[config.mk]
export PLATFORM = sky130hd
export DESIGN_NAME = fpec_ctrl
export DESIGN_NICKNAME = d
export VERILOG_FILES = /design/src/fpec_pkg.sv /design/src/fpec_buf.sv /design/src/fpec_ctrl.sv
export SDC_FILE = /design/constraint.sdc
export NUM_CORES = 2
export LEC_CHECK = 0
export BUFFER_PORTS_ARGS = -buffer_cell sky130_fd_sc_hd__buf_2
export CAP_MARGIN = 15
export CORE_ASPECT_RATIO = 1.2
export CORE_MARGIN = 2
export CORE_UTILIZATION = 60
export CTS_CLUSTER_SIZE = 28
export DETAILED_ROUTE_END_ITERATION = 12
export PLACE_DENSITY = 0.77
export SLEW_MARGIN = 10
export SYNTH_ARGS = -nofsm -noshare
export SYNTH_HDL_FRONTEND = slang
export SYNTH_SLANG_ARGS = --single-unit
[constraint.sdc]
create_clock -name ref_clk -period 4.6 [get_ports ref_clk]
set_input_delay 0.46 -clock ref_clk [delete_from_list [all_inputs] [get_ports ref_clk]]
set_output_delay 0.46 -clock ref_clk [all_outputs]
set_load 0.01 [all_outputs]
[src/fpec_pkg.sv]
// constants and types of the flash program/erase controller
// assumes a single 20 MHz clock and an apb master that reaches the registers
// How it works
// - cpu held stalled until operation ends
// - operation timed in rc oscillator cycles
// - start bit launches, hardware clears it
// - start only set; written zero ignored
// - write enable gates program and erase
// - error flag on improper start/termination
// - erase select picks erase or program
// - erase codes decode to five erases
// - program codes decode to three programs
// - unimplemented codes never start operation
// - control bits cleared only by power-on
// - key register write-only, reads zero
// - key 55 then AA before start
// - 64-instruction holding buffer feeds row program
// - pages and rows aligned from zero
package fpec_pkg;
    localparam logic [11:0] OFF_CTL = 12'h000;
    localparam logic [11:0] OFF_KEY = 12'h004;
    localparam logic [11:0] OFF_BUF = 12'h008;
    localparam logic [11:0] OFF_ADR = 12'h00C;
    localparam int BIT_START = 15;
    localparam int BIT_PROGRAM_ERASE_ENABLE = 14;
    localparam int BIT_ERR = 13;
    localparam int BIT_ERASE = 6;
    localparam logic [15:0] CTL_RST = 16'h0000;
    localparam logic [23:0] ADR_RST = 24'h000000;
    localparam logic [7:0] KEY_FIRST = 8'h55;
    localparam logic [7:0] KEY_SECOND = 8'hAA;
    localparam logic [3:0] OP_BULK = 4'hF;
    localparam logic [3:0] OP_GEN = 4'hD;
    localparam logic [3:0] OP_SEC = 4'hC;
    localparam logic [3:0] OP_PAGE = 4'h2;
    localparam logic [3:0] OP_WORD = 4'h3;
    localparam logic [3:0] OP_ROW = 4'h1;
    localparam logic [3:0] OP_CFG = 4'h0;
    localparam int ROW_WRITE_CYC = 11064;
    // rates in units of 10 kHz: 7.37 MHz oscillator, 20 MHz clock
    localparam logic [11:0] FRC_RATE_10KHZ = 12'h2E1;
    localparam logic [11:0] REF_RATE_10KHZ = 12'h7D0;
    localparam int BUF_DEPTH = 64;
    localparam int INSTR_W = 24;
    localparam int ROW_BYTES = 192;
    localparam int PAGE_BYTES = 1536;
    // three bytes per instruction, two address units per instruction
    localparam int ROW_ADR_BITS = $clog2(ROW_BYTES / 3 * 2);
    localparam int PAGE_ADR_BITS = $clog2(PAGE_BYTES / 3 * 2);

    typedef enum logic [3:0] {
        K_NONE, K_BULK, K_GEN, K_SEC, K_PAGE, K_CFG_ERASE,
        K_WORD, K_ROW, K_CFG_PROG, K_BAD
    } fpec_kind_t;

    typedef enum logic [1:0] {KS_IDLE, KS_HALF, KS_ARMED} fpec_key_t;

    function automatic fpec_kind_t decode(input logic erase, input logic [3:0] op);
        fpec_kind_t k;
        k = K_BAD;
        if (erase) begin
            case (op)
                OP_BULK: k = K_BULK;
                OP_GEN: k = K_GEN;
                OP_SEC: k = K_SEC;
                OP_PAGE: k = K_PAGE;
                OP_CFG: k = K_CFG_ERASE;
                OP_WORD, OP_ROW: k = K_NONE;
                default: k = K_BAD;
            endcase
        end else begin
            case (op)
                OP_WORD: k = K_WORD;
                OP_ROW: k = K_ROW;
                OP_CFG: k = K_CFG_PROG;
                OP_BULK, OP_GEN, OP_SEC, OP_PAGE: k = K_NONE;
                default: k = K_BAD;
            endcase
        end
        return k;
    endfunction
endpackage

[src/fpec_buf.sv]
// holding buffer memory, one write port and one registered read port
// assumes both ports run on the controller clock
`timescale 1ns/1ps
module fpec_buf #(
    parameter int WIDTH = 24,
    parameter int DEPTH = 64
) (
    // clock
    input wire logic clk,
    // write side
    input wire logic wr_en,
    input wire logic [$clog2(DEPTH)-1:0] wr_idx,
    input wire logic [WIDTH-1:0] wr_data,
    // read side
    input wire logic [$clog2(DEPTH)-1:0] rd_idx,
    output logic [WIDTH-1:0] rd_data
);
    logic [WIDTH-1:0] mem [DEPTH];
    logic [WIDTH-1:0] rd_data_r;

    if (DEPTH < 2 || WIDTH < 1) begin : g_chk
        $error("fpec_buf: depth or width out of range");
    end

    always_ff @(posedge clk) begin
        if (wr_en) begin
            mem[wr_idx] <= wr_data;
        end
        rd_data_r <= mem[rd_idx];
    end

    assign rd_data = rd_data_r;
endmodule

[src/fpec_ctrl.sv]
// flash program/erase sequencer with apb register slave
// assumes rst is power-on reset, sys_rst any other reset, both synchronous
// to ref_clk; the array macro follows arr_busy and reads the buffer
`timescale 1ns/1ps
module fpec_ctrl #(
    parameter int ROW_CYC = fpec_pkg::ROW_WRITE_CYC,
    parameter int WORD_CYC = fpec_pkg::ROW_WRITE_CYC,
    parameter int ERASE_CYC = fpec_pkg::ROW_WRITE_CYC,
    parameter int CNT_W = 17
) (
    // clock and resets
    input wire logic ref_clk,
    input wire logic rst,
    input wire logic sys_rst,
    // apb slave
    input wire logic psel,
    input wire logic penable,
    input wire logic pwrite,
    input wire logic [11:0] paddr,
    input wire logic [31:0] pwdata,
    output logic [31:0] prdata,
    output logic pready,
    output logic pslverr,
    // processor
    output logic cpu_stall,
    // flash array
    output logic arr_busy,
    output logic [3:0] arr_kind,
    output logic [23:0] arr_addr,
    input wire logic [5:0] arr_buf_idx,
    output logic [23:0] arr_buf_data
);
    localparam logic [CNT_W-1:0] ROW_N = CNT_W'(ROW_CYC);
    localparam logic [CNT_W-1:0] WORD_N = CNT_W'(WORD_CYC);
    localparam logic [CNT_W-1:0] ERASE_N = CNT_W'(ERASE_CYC);
    localparam int CYC_MAX = 2 ** CNT_W;

    if (ROW_CYC < 1 || WORD_CYC < 1 || ERASE_CYC < 1 || ROW_CYC >= CYC_MAX
            || WORD_CYC >= CYC_MAX || ERASE_CYC >= CYC_MAX) begin : g_chk
        $error("fpec_ctrl: operation cycle count out of range");
    end

    ////////////////////////////////////////////////////////////////////////
    // state
    logic start_r, start_nxt, program_erase_enable_r, program_erase_enable_nxt, err_r, err_nxt;
    logic erase_r, erase_nxt, hold_r, arr_busy_r, arr_busy_nxt;
    logic [3:0] op_r, op_nxt;
    fpec_pkg::fpec_key_t key_r, key_nxt;
    fpec_pkg::fpec_kind_t kind_r, kind_nxt, kind_w;
    logic [CNT_W-1:0] cnt_r, cnt_nxt;
    logic [10:0] acc_r, acc_nxt;
    logic [23:0] adr_r, adr_nxt;
    logic [5:0] widx_r, widx_nxt;
    logic [31:0] prdata_r, prdata_nxt;
    logic [11:0] acc_sum;
    logic tick, acc, wr, go_try, go, bad, done, abort, buf_we, mapped;

    ////////////////////////////////////////////////////////////////////////
    // bus decode
    // stall the bus
    assign pready = !start_r && !hold_r;
    assign cpu_stall = start_r;
    assign acc = psel && penable && pready;
    assign wr = acc && pwrite && mapped;
    assign mapped = paddr == fpec_pkg::OFF_CTL || paddr == fpec_pkg::OFF_KEY
        || paddr == fpec_pkg::OFF_BUF || paddr == fpec_pkg::OFF_ADR;
    assign pslverr = acc && !mapped;
    assign prdata = prdata_r;

    always_comb begin
        prdata_nxt = 32'h00000000;
        if (psel) begin
            case (paddr)
                fpec_pkg::OFF_CTL: prdata_nxt = {16'h0000, start_r, program_erase_enable_r, err_r,
                    6'h00, erase_r, 2'h0, op_r};
                fpec_pkg::OFF_KEY: prdata_nxt = 32'h00000000;
                fpec_pkg::OFF_BUF: prdata_nxt = {26'h0000000, widx_r};
                fpec_pkg::OFF_ADR: prdata_nxt = {8'h00, adr_r};
                default: prdata_nxt = 32'h00000000;
            endcase
        end
    end

    ////////////////////////////////////////////////////////////////////////
    // oscillator tick from fractional divider
    // rc cycle rate
    // no second clock: 737 of every 2000 clocks carry one oscillator cycle
    assign acc_sum = {1'b0, acc_r} + fpec_pkg::FRC_RATE_10KHZ;
    assign tick = acc_sum >= fpec_pkg::REF_RATE_10KHZ;
    assign acc_nxt = tick ? 11'(acc_sum - fpec_pkg::REF_RATE_10KHZ) : acc_sum[10:0];

    ////////////////////////////////////////////////////////////////////////
    // unlock and start
    assign kind_w = fpec_pkg::decode(pwdata[fpec_pkg::BIT_ERASE], pwdata[3:0]);
    assign go_try = wr && paddr == fpec_pkg::OFF_CTL && pwdata[fpec_pkg::BIT_START];
    assign go = go_try && key_r == fpec_pkg::KS_ARMED && pwdata[fpec_pkg::BIT_PROGRAM_ERASE_ENABLE]
        && kind_w != fpec_pkg::K_BAD && !sys_rst;
    assign bad = go_try && !go;
    assign abort = sys_rst && start_r;
    assign done = start_r && (cnt_r == '0 || (tick && cnt_r == CNT_W'(1)));

    always_comb begin
        key_nxt = key_r;
        if (wr) begin
            key_nxt = fpec_pkg::KS_IDLE;
            if (paddr == fpec_pkg::OFF_KEY) begin
                if (pwdata[7:0] == fpec_pkg::KEY_FIRST) begin
                    key_nxt = fpec_pkg::KS_HALF;
                end else if (pwdata[7:0] == fpec_pkg::KEY_SECOND
                        && key_r == fpec_pkg::KS_HALF) begin
                    key_nxt = fpec_pkg::KS_ARMED;
                end
            end
        end
        if (sys_rst) begin
            key_nxt = fpec_pkg::KS_IDLE;
        end
    end

    ////////////////////////////////////////////////////////////////////////
    // control register and sequencer
    always_comb begin
        start_nxt = start_r;
        program_erase_enable_nxt = program_erase_enable_r;
        err_nxt = err_r;
        erase_nxt = erase_r;
        op_nxt = op_r;
        kind_nxt = kind_r;
        cnt_nxt = cnt_r;
        arr_busy_nxt = arr_busy_r;
        adr_nxt = adr_r;
        if (wr && paddr == fpec_pkg::OFF_ADR) begin
            adr_nxt = pwdata[23:0];
        end
        if (wr && paddr == fpec_pkg::OFF_CTL) begin
            program_erase_enable_nxt = pwdata[fpec_pkg::BIT_PROGRAM_ERASE_ENABLE];
            err_nxt = pwdata[fpec_pkg::BIT_ERR];
            erase_nxt = pwdata[fpec_pkg::BIT_ERASE];
            op_nxt = pwdata[3:0];
        end
        if (go) begin
            start_nxt = 1'b1;
            kind_nxt = kind_w;
            arr_busy_nxt = kind_w != fpec_pkg::K_NONE;
            case (kind_w)
                fpec_pkg::K_ROW: cnt_nxt = ROW_N;
                fpec_pkg::K_WORD, fpec_pkg::K_CFG_PROG: cnt_nxt = WORD_N;
                fpec_pkg::K_NONE: cnt_nxt = '0;
                default: cnt_nxt = ERASE_N;
            endcase
        end else if (start_r && tick && cnt_r != '0) begin
            cnt_nxt = cnt_r - CNT_W'(1);
        end
        if (done || abort) begin
            start_nxt = 1'b0;
            arr_busy_nxt = 1'b0;
            cnt_nxt = '0;
        end
        if (done && !abort) begin
            err_nxt = 1'b0;
        end
        if (bad || abort) begin
            err_nxt = 1'b1;
        end
    end

    ////////////////////////////////////////////////////////////////////////
    // holding buffer
    assign buf_we = wr && paddr == fpec_pkg::OFF_BUF;

    always_comb begin
        widx_nxt = widx_r;
        if (buf_we) begin
            widx_nxt = widx_r + 6'h01;
        end
        if (sys_rst || (done && kind_r == fpec_pkg::K_ROW)) begin
            widx_nxt = 6'h00;
        end
    end

    fpec_buf #(
        .WIDTH(fpec_pkg::INSTR_W),
        .DEPTH(fpec_pkg::BUF_DEPTH)
    ) u_buf (
        .clk(ref_clk),
        .wr_en(buf_we),
        .wr_idx(widx_r),
        .wr_data(pwdata[23:0]),
        .rd_idx(arr_buf_idx),
        .rd_data(arr_buf_data)
    );

    ////////////////////////////////////////////////////////////////////////
    // array outputs
    assign arr_busy = arr_busy_r;
    assign arr_kind = kind_r;

    always_comb begin
        case (kind_r)
            fpec_pkg::K_PAGE:
                arr_addr = {adr_r[23:fpec_pkg::PAGE_ADR_BITS],
                    {fpec_pkg::PAGE_ADR_BITS{1'b0}}};
            fpec_pkg::K_ROW:
                arr_addr = {adr_r[23:fpec_pkg::ROW_ADR_BITS],
                    {fpec_pkg::ROW_ADR_BITS{1'b0}}};
            fpec_pkg::K_WORD: arr_addr = {adr_r[23:1], 1'b0};
            default: arr_addr = adr_r;
        endcase
    end

    ////////////////////////////////////////////////////////////////////////
    // registers
    always_ff @(posedge ref_clk) begin
        if (rst) begin
            start_r <= fpec_pkg::CTL_RST[fpec_pkg::BIT_START];
            program_erase_enable_r <= fpec_pkg::CTL_RST[fpec_pkg::BIT_PROGRAM_ERASE_ENABLE];
            err_r <= fpec_pkg::CTL_RST[fpec_pkg::BIT_ERR];
            erase_r <= fpec_pkg::CTL_RST[fpec_pkg::BIT_ERASE];
            op_r <= fpec_pkg::CTL_RST[3:0];
            key_r <= fpec_pkg::KS_IDLE;
            kind_r <= fpec_pkg::K_NONE;
            cnt_r <= '0;
            arr_busy_r <= 1'b0;
            hold_r <= 1'b0;
            acc_r <= 11'h000;
            adr_r <= fpec_pkg::ADR_RST;
            widx_r <= 6'h00;
            prdata_r <= 32'h00000000;
        end else begin
            start_r <= start_nxt;
            program_erase_enable_r <= program_erase_enable_nxt;
            err_r <= err_nxt;
            erase_r <= erase_nxt;
            op_r <= op_nxt;
            key_r <= key_nxt;
            kind_r <= kind_nxt;
            cnt_r <= cnt_nxt;
            arr_busy_r <= arr_busy_nxt;
            // one spare wait lets read data settle after completion
            hold_r <= start_r;
            acc_r <= acc_nxt;
            adr_r <= adr_nxt;
            widx_r <= widx_nxt;
            prdata_r <= prdata_nxt;
        end
    end

    ////////////////////////////////////////////////////////////////////////
    // checks
    logic [CNT_W-1:0] ticks_seen_r;
    always_ff @(posedge ref_clk) begin
        if (rst || go) begin
            ticks_seen_r <= '0;
        end else if (arr_busy_r && tick) begin
            ticks_seen_r <= ticks_seen_r + CNT_W'(1);
        end
    end

    // key history seen on the bus, kept apart from the key state machine
    logic first_seen_r, pair_seen_r;
    always_ff @(posedge ref_clk) begin
        if (rst || sys_rst) begin
            first_seen_r <= 1'b0;
            pair_seen_r <= 1'b0;
        end else if (wr) begin
            first_seen_r <= paddr == fpec_pkg::OFF_KEY && pwdata[7:0] == fpec_pkg::KEY_FIRST;
            pair_seen_r <= first_seen_r && paddr == fpec_pkg::OFF_KEY
                && pwdata[7:0] == fpec_pkg::KEY_SECOND;
        end
    end
endmodule

# After elaboration in Yosys (flattened, before gate mapping)
# Memory sizes are Yosys's and may differ from the RTL's. A register that Yosys moved wholly into a read port is not among the register bits.
# Index checks and enable logic that the tools add are counted.
[word_totals]
register_bits = 106
ramBits = 1536
in_bits = 56
out_inout_bits = 88
word_cells = 106
mem_count = 1
[op_classes]
n_addsub = 4
magnitude_cmp = 1
eq_ne = 18
n_mux = 17
bitwise = 1
n_reduce_logical = 50
[mem_list]
columns = ["memory", "depth", "word_bits", "read_ports", "rd_ports_with_merged_regs", "wr", "line", "text"]
rows = [
  ["u_buf.mem", 64, 24, 1, 1, 1, "fpec_buf.sv:18", "logic [WIDTH-1:0] mem [DEPTH];"],
]
[ops]
columns = ["op", "n"]
rows = [
  ["24-bit one-hot mux with 3 select lines", 1],
  ["17-bit 2-to-1 mux", 2],
  ["10-bit one-hot mux with 3 select lines", 1],
  ["12-bit by 4-bit equality test with 1-bit output (second input constant)", 2],
  ["4-bit one-hot mux with 6 select lines", 1],
  ["1-bit logical AND", 23],
  ["17-bit by 1-bit equality test with 1-bit output (second input constant)", 1],
  ["17-bit logical NOT", 1],
  ["17-bit nonzero test", 1],
  ["17-bit by 1-bit subtractor with 17-bit output (second input constant)", 1],
  ["4-bit one-hot mux with 4 select lines", 1],
  ["14-bit 2-to-1 mux", 1],
  ["11-bit by 10-bit adder with 12-bit output (second input constant)", 1],
  ["12-bit by 3-bit equality test with 1-bit output (second input constant)", 1],
  ["4-bit by 3-bit equality test with 1-bit output (second input constant)", 3],
  ["4-bit equality test (second input constant)", 3],
  ["12-bit by 11-bit >= comparator with 1-bit output (second input constant)", 1],
  ["12-bit logical NOT", 1],
  ["11-bit 2-to-1 mux", 1],
  ["11-bit subtractor (second input constant)", 1],
  ["2-bit OR reduction", 5],
  ["4-bit by 2-bit equality test with 1-bit output (second input constant)", 2],
  ["8-bit by 7-bit equality test with 1-bit output (second input constant)", 1],
  ["8-bit equality test (second input constant)", 1],
  ["other kinds (16)", 34],
]

# Longest topological paths before layout
[depth]
ltp_word = 15
mapped_depth = 15

# Cells and area by module
# Synthesis repeated with hierarchy kept, for this count alone.
[unflattened]
cells_unflattened = 3172
hier_area_um2 = 63991.4
[modules_own_cells]
columns = ["mod", "n_inst", "cells_per_inst", "area_each_um2"]
rows = [
  ["fpec_buf", 1, 2610, 59295.6],
  ["fpec_ctrl", 1, 562, 4695.8],
]

# Least setup slack after synthesis
# OpenSTA, ideal clock, no wires.
[synth_timing]
path_kind = "input-to-reg"
start = "input paddr[7]"
end = "memory u_buf.mem[62][0], enable pin"
setup_ns = 0.405
arrival_time_ns = 2.966
required_ns = 4.195
setup_slack_ns = 1.229
path_stages = 6
cell_sequence = "nor4_1 -> nand3_1 -> nor4_4 -> nor2b_1 -> nand3_1 -> nor2_1"
[synth_between]
elab_chain_cells = 8
elab_cells_between_ends = 11
cone_classes = "eq/ne (3); mux (2); reduce/logical (6)"
[synth_rtl]
columns = ["item", "line", "text"]
rows = [
  ["start, declared", "fpec_ctrl.sv:19", "input wire logic [11:0] paddr,"],
  ["12-bit by 3-bit equality test with 1-bit output or 12-bit logical NOT (tied branches)", "-", ""],
  ["1-bit logical OR", "fpec_ctrl.sv:65", "assign mapped = paddr == fpec_pkg::OFF_CTL || paddr == fpec_pkg::OFF_KEY"],
  ["1-bit logical OR (2 in series)", "fpec_ctrl.sv:66", "|| paddr == fpec_pkg::OFF_BUF || paddr == fpec_pkg::OFF_ADR;"],
  ["1-bit logical AND", "fpec_ctrl.sv:64", "assign wr = acc && pwrite && mapped;"],
  ["1-bit logical AND (*)", "fpec_ctrl.sv:169", "assign buf_we = wr && paddr == fpec_pkg::OFF_BUF;"],
  ["1-bit 2-to-1 mux (*)", "fpec_buf.sv:26", "if (wr_en) begin"],
  ["1-bit 2-to-1 mux (implied by the code) (*)", "fpec_buf.sv:27", "mem[wr_idx] <= wr_data;"],
  ["end, declared", "fpec_buf.sv:18", ""],
]
# Mark *: on every way between the ends. The rest lies on a longest branch, timed or not.

# Worst setup path in the final report
[layout_timing]
start = "register acc_r[3]"
end = "register widx_r[0]"
[layout_between]
elab_chain_cells = 8
[layout_rtl]
columns = ["item", "line", "text"]
rows = [
  ["start, declared", "fpec_ctrl.sv:51", "logic [10:0] acc_r, acc_nxt;"],
  ["start signal, assigned", "fpec_ctrl.sv:241", "acc_r <= acc_nxt;"],
  ["11-bit by 10-bit adder with 12-bit output", "fpec_ctrl.sv:88", "assign acc_sum = {1'b0, acc_r} + fpec_pkg::FRC_RATE_10KHZ;"],
  ["12-bit by 11-bit >= comparator with 1-bit output", "fpec_ctrl.sv:89", "assign tick = acc_sum >= fpec_pkg::REF_RATE_10KHZ;"],
  ["1-bit logical AND", "fpec_ctrl.sv:100", "assign done = start_r && (cnt_r == '0 || (tick && cnt_r == CNT_W'(1)));"],
  ["1-bit logical OR", "fpec_ctrl.sv:100", ""],
  ["1-bit logical AND", "fpec_ctrl.sv:100", ""],
  ["1-bit logical AND", "fpec_ctrl.sv:176", "if (sys_rst || (done && kind_r == fpec_pkg::K_ROW)) begin"],
  ["1-bit logical OR", "fpec_ctrl.sv:176", ""],
  ["2-bit OR reduction (no line)", "-", ""],
  ["end signal, assigned", "fpec_ctrl.sv:243", "widx_r <= widx_nxt;"],
  ["end, declared", "fpec_ctrl.sv:53", "logic [5:0] widx_r, widx_nxt;"],
]
# No other way between the ends.
# A chain may end at the register's enable or synchronous reset.

==> results.cfg <==
[sta]
timing.hold.ws_ns = 0.137
rsz0062_at_grt = no
finalCritPeriodShare_pct = 77.0
min_period_ns = 3.54
finClkSkew_ns = 0.0315
finalSetupViolCount = 0
slew_headroom_pct = 35.9
finalWorstSetupSlack_ns = 1.06
tightestPinTransition_ns = 0.961
drv_slew = 0
setup_tns_ns = 0
max_freq_mhz = 282
hold_viol = 0

[synth]
ys_async_sr_fraction_pct = 0
syn_area_mm2 = 0.0636
avgSynthCellArea_um2 = 22.5
synthFlopType = edfxtp_1
synth.yosys.seq_area_share_pct = 76.4
synth_edf_count = 1536
synth_top_cell_area_share_pct = 72.6
ys_types = 72
synth_area_leaders = edfxtp_1, mux4_2, dfxtp_1
ys.warnings.count = 0
synth.largest_area_cell = edfxtp_1
syn_inst = 2827
synth-seq-cells = 1658

[placed_design]
routabilityCongestion = 0.846
portBuffers = 127
dp_hpwl_um = 84600
place_inst = 4305
dp_slack_ns = 1.07

[route]
dr.pass1.iters = 5
drt-total-wl_um = 156000
vias = 31100
routed.top_layer = met5
wl_met1_um = 54600
dr_wl_met3_um = 16000
drt_iter0_markers = 4131
ant_nets = 0
routed-wl-met2_um = 79200
viasPerCell = 6.78
drc = 0
wl_per_cell_um = 34.0

[power]
ir_worst_vdd_v = 0.000402
p_per_area_mw_per_mm2 = 433
leakage_nw = 22.7
total_power_mw = 31.0

[clock_network]
cts_setup_buffers = 0
htree_levels = 4
hold_buffers = 0
cts.sinks = 1658
cts_buffer_depth = 3
cts_tree = done
root_buffer = clkbuf_16
clock_latency_ns = 0.79
clk_transition_reported_paths_ns = 0.06
cts_buffers = 155
cts-resized-gates = 0

[global_routing]
antenna_found_initial = 6
track_usage_pct = 29.6
grt_max_degree = 82
overflow = 0
grt_pass1_wl_um = 226000
grt_pass1_vias = 32100

[setup_path]
critPathSlowestCell = a21oi_1
critical-path-top-delay-family = compound AO/OA/AOI/OAI gates
critPathMaxStageDelay_ns = 0.58
r2r_end = widx_r[0]$_SDFFE_PP0P_
cp.buffers_inverters = 0
required_ns = 5.22
path_class = register to register
end_kind = register
cp_max_fo = 9
path_cells = nand3_1 -> nor2_1 -> xor2_1 -> ha_1 -> nand2_1 -> o41ai_1 -> o32a_1 -> o21a_1 -> o21ai_0 -> a21oi_1 -> nor3_1
startpoint_type = register
critPathArrivalTime_ns = 4.16
r2r-start = acc_r[3]$_SDFF_PP0_
reg2reg_slack_ns = 1.06
rr_worst_depth = 11

[flow_run]
maxCapViolCount = 0

[floorplan]
ioPinCount = 144
row_count = 130
die_w_um = 301
die_h_um = 361
start_util_pct = 60.6
fp.coreArea_mm2 = 0.105
die_area_mm2 = 0.109

[finish]
area_growth_pct = 12.6
fillers = 6090
fin_cells = 4595
nets = 3140
post_route_cells_drive_above_1_share_pct = 33.7

[worst_hold_path]
min_path_type = primary input to register
min_path_cells = 3
hold_start = sys_rst
min_to = key_r[1]$_SDFFE_PP0N_

[status]
status = finished, final reports clean
## flip-flops by register name, summed over array words and instances, names as in the netlist, 2 cells and up
register,cells
u_buf.mem,1536
adr_r,24
prdata,24
u_buf.rd_data,24
cnt_r,17
acc_r,11
widx_r,6
arr_kind,4
op_r,4
key_r,2
## cells in the final DEF (no fill, tap or decap), types with 21 or more instances in the layout
cell type	count
buf_4	124
clkbuf_1	21
clkbuf_16	161
mux4_2	504
and2_1	23
nor2_1	67
dfxtp_1	122
nand2_1	75
buf_2	121
a21oi_1	42
clkinv_2	27
clkinv_1	36
nor2_2	64
edfxtp_1	1536
## where the power goes
group | switching (mW) | internal, mW
Clock | 5.47 | 7.33
Sequential | 0.0596 | 16.5
Combinational | 1.00 | 0.656
Total | 6.53 | 24.5
## worst max-delay path by stage
stage | startpoint | end | slack, ns | cells past startpoint
global placement | paddr[7] | u_buf.mem[44][5]$_DFFE_PP_ | 1.09 | 8
detailed placement | paddr[1] | u_buf.mem[44][5]$_DFFE_PP_ | 1.07 | 8
finish | acc_r[3]$_SDFF_PP0_ | widx_r[0]$_SDFFE_PP0P_ | 1.06 | 11
CTS | acc_r[3]$_SDFF_PP0_ | widx_r[0]$_SDFFE_PP0P_ | 1.09 | 11
floorplan | paddr[7] | u_buf.mem[62][0]$_DFFE_PP_ | 1.23 | 6
global route | acc_r[0]$_SDFF_PP0_ | widx_r[5]$_SDFFE_PP0P_ | 0.78 | 12
## worst register-to-register path: cells and delay by family (launching register included)
kind / cells / cell delay, ns
DFF: 1 / 0.49
adders and majority gates: 1 / 0.21
xor gates and xnor gates: 1 / 0.30
AOI/OAI and AO/OA: 5 / 1.84
and+or+nand+nor: 4 / 0.57
## cell families (layout without fill, tap and decap cells)
| kind of cell | count (synthesis) | count (layout) | share of synthesized area, % |
|---|---|---|---|
| other | 1 | 12 | 0.00590 |
| buffers and inverters | 184 | 555 | 1.35 |
| xor gates and xnor gates | 18 | 18 | 0.248 |
| AOI/OAI and AO/OA | 102 | 102 | 1.10 |
| adders and majority gates | 7 | 7 | 0.138 |
| and+or+nand+nor | 334 | 334 | 2.61 |
| muxes | 523 | 523 | 18.2 |
| DFF | 1658 | 1658 | 76.4 |
## synth_stat cells, drive strengths merged, types with 3 or more instances
master  count
edfxtp   1536
mux4      504
nor2      132
dfxtp     122
buf        90
clkbuf     85
nand2      75
a21oi      43
and2       23
mux2i      18
nor3       16
nand3      14
or3        13
o21ai      12
nor2b      11
xor2       11
a211oi      9
inv         9
nor4        9
ha          7
xnor2       7
a311oi      5
nand4       5
or3b        5
a22oi       4
and3        4
nand3b      4
o211ai      4
o21a        4
nand2b      3
o31ai       3
or2         3
or4         3
or4b        3
## cell type report
cell class	count	area (um2)	area share, %
Antenna cell	4	10.0	0.0140
Clock buffer	184	4140	5.78
Clock inverter	101	938	1.31
Inverter	9	33.8	0.0472
Multi-Input combinational cell	992	14300	20.0
Sequential cell	1658	48600	67.8
Tap cell	1386	1730	2.42
Timing Repair Buffer	261	1840	2.57
## metal layers
metal | vias up | GRT usage [%]
met5 | - | 0
met4 | 6 | 11.7
met3 | 318 | 7.90
met2 | 2028 | 48.5
met1 | 16400 | 38.1
li1 | 12300 | -
## per-stage QoR
stage | utilization, % | cell area, um2
after floorplan | - | 63600
after global placement | 63.4 | 66500
after detailed placement | 63.4 | 66500
after CTS | 68.2 | 71600
after global routing | 68.2 | 71600
final | 68.3 | 71600
Note: power is estimated with default switching activity, not from simulation.
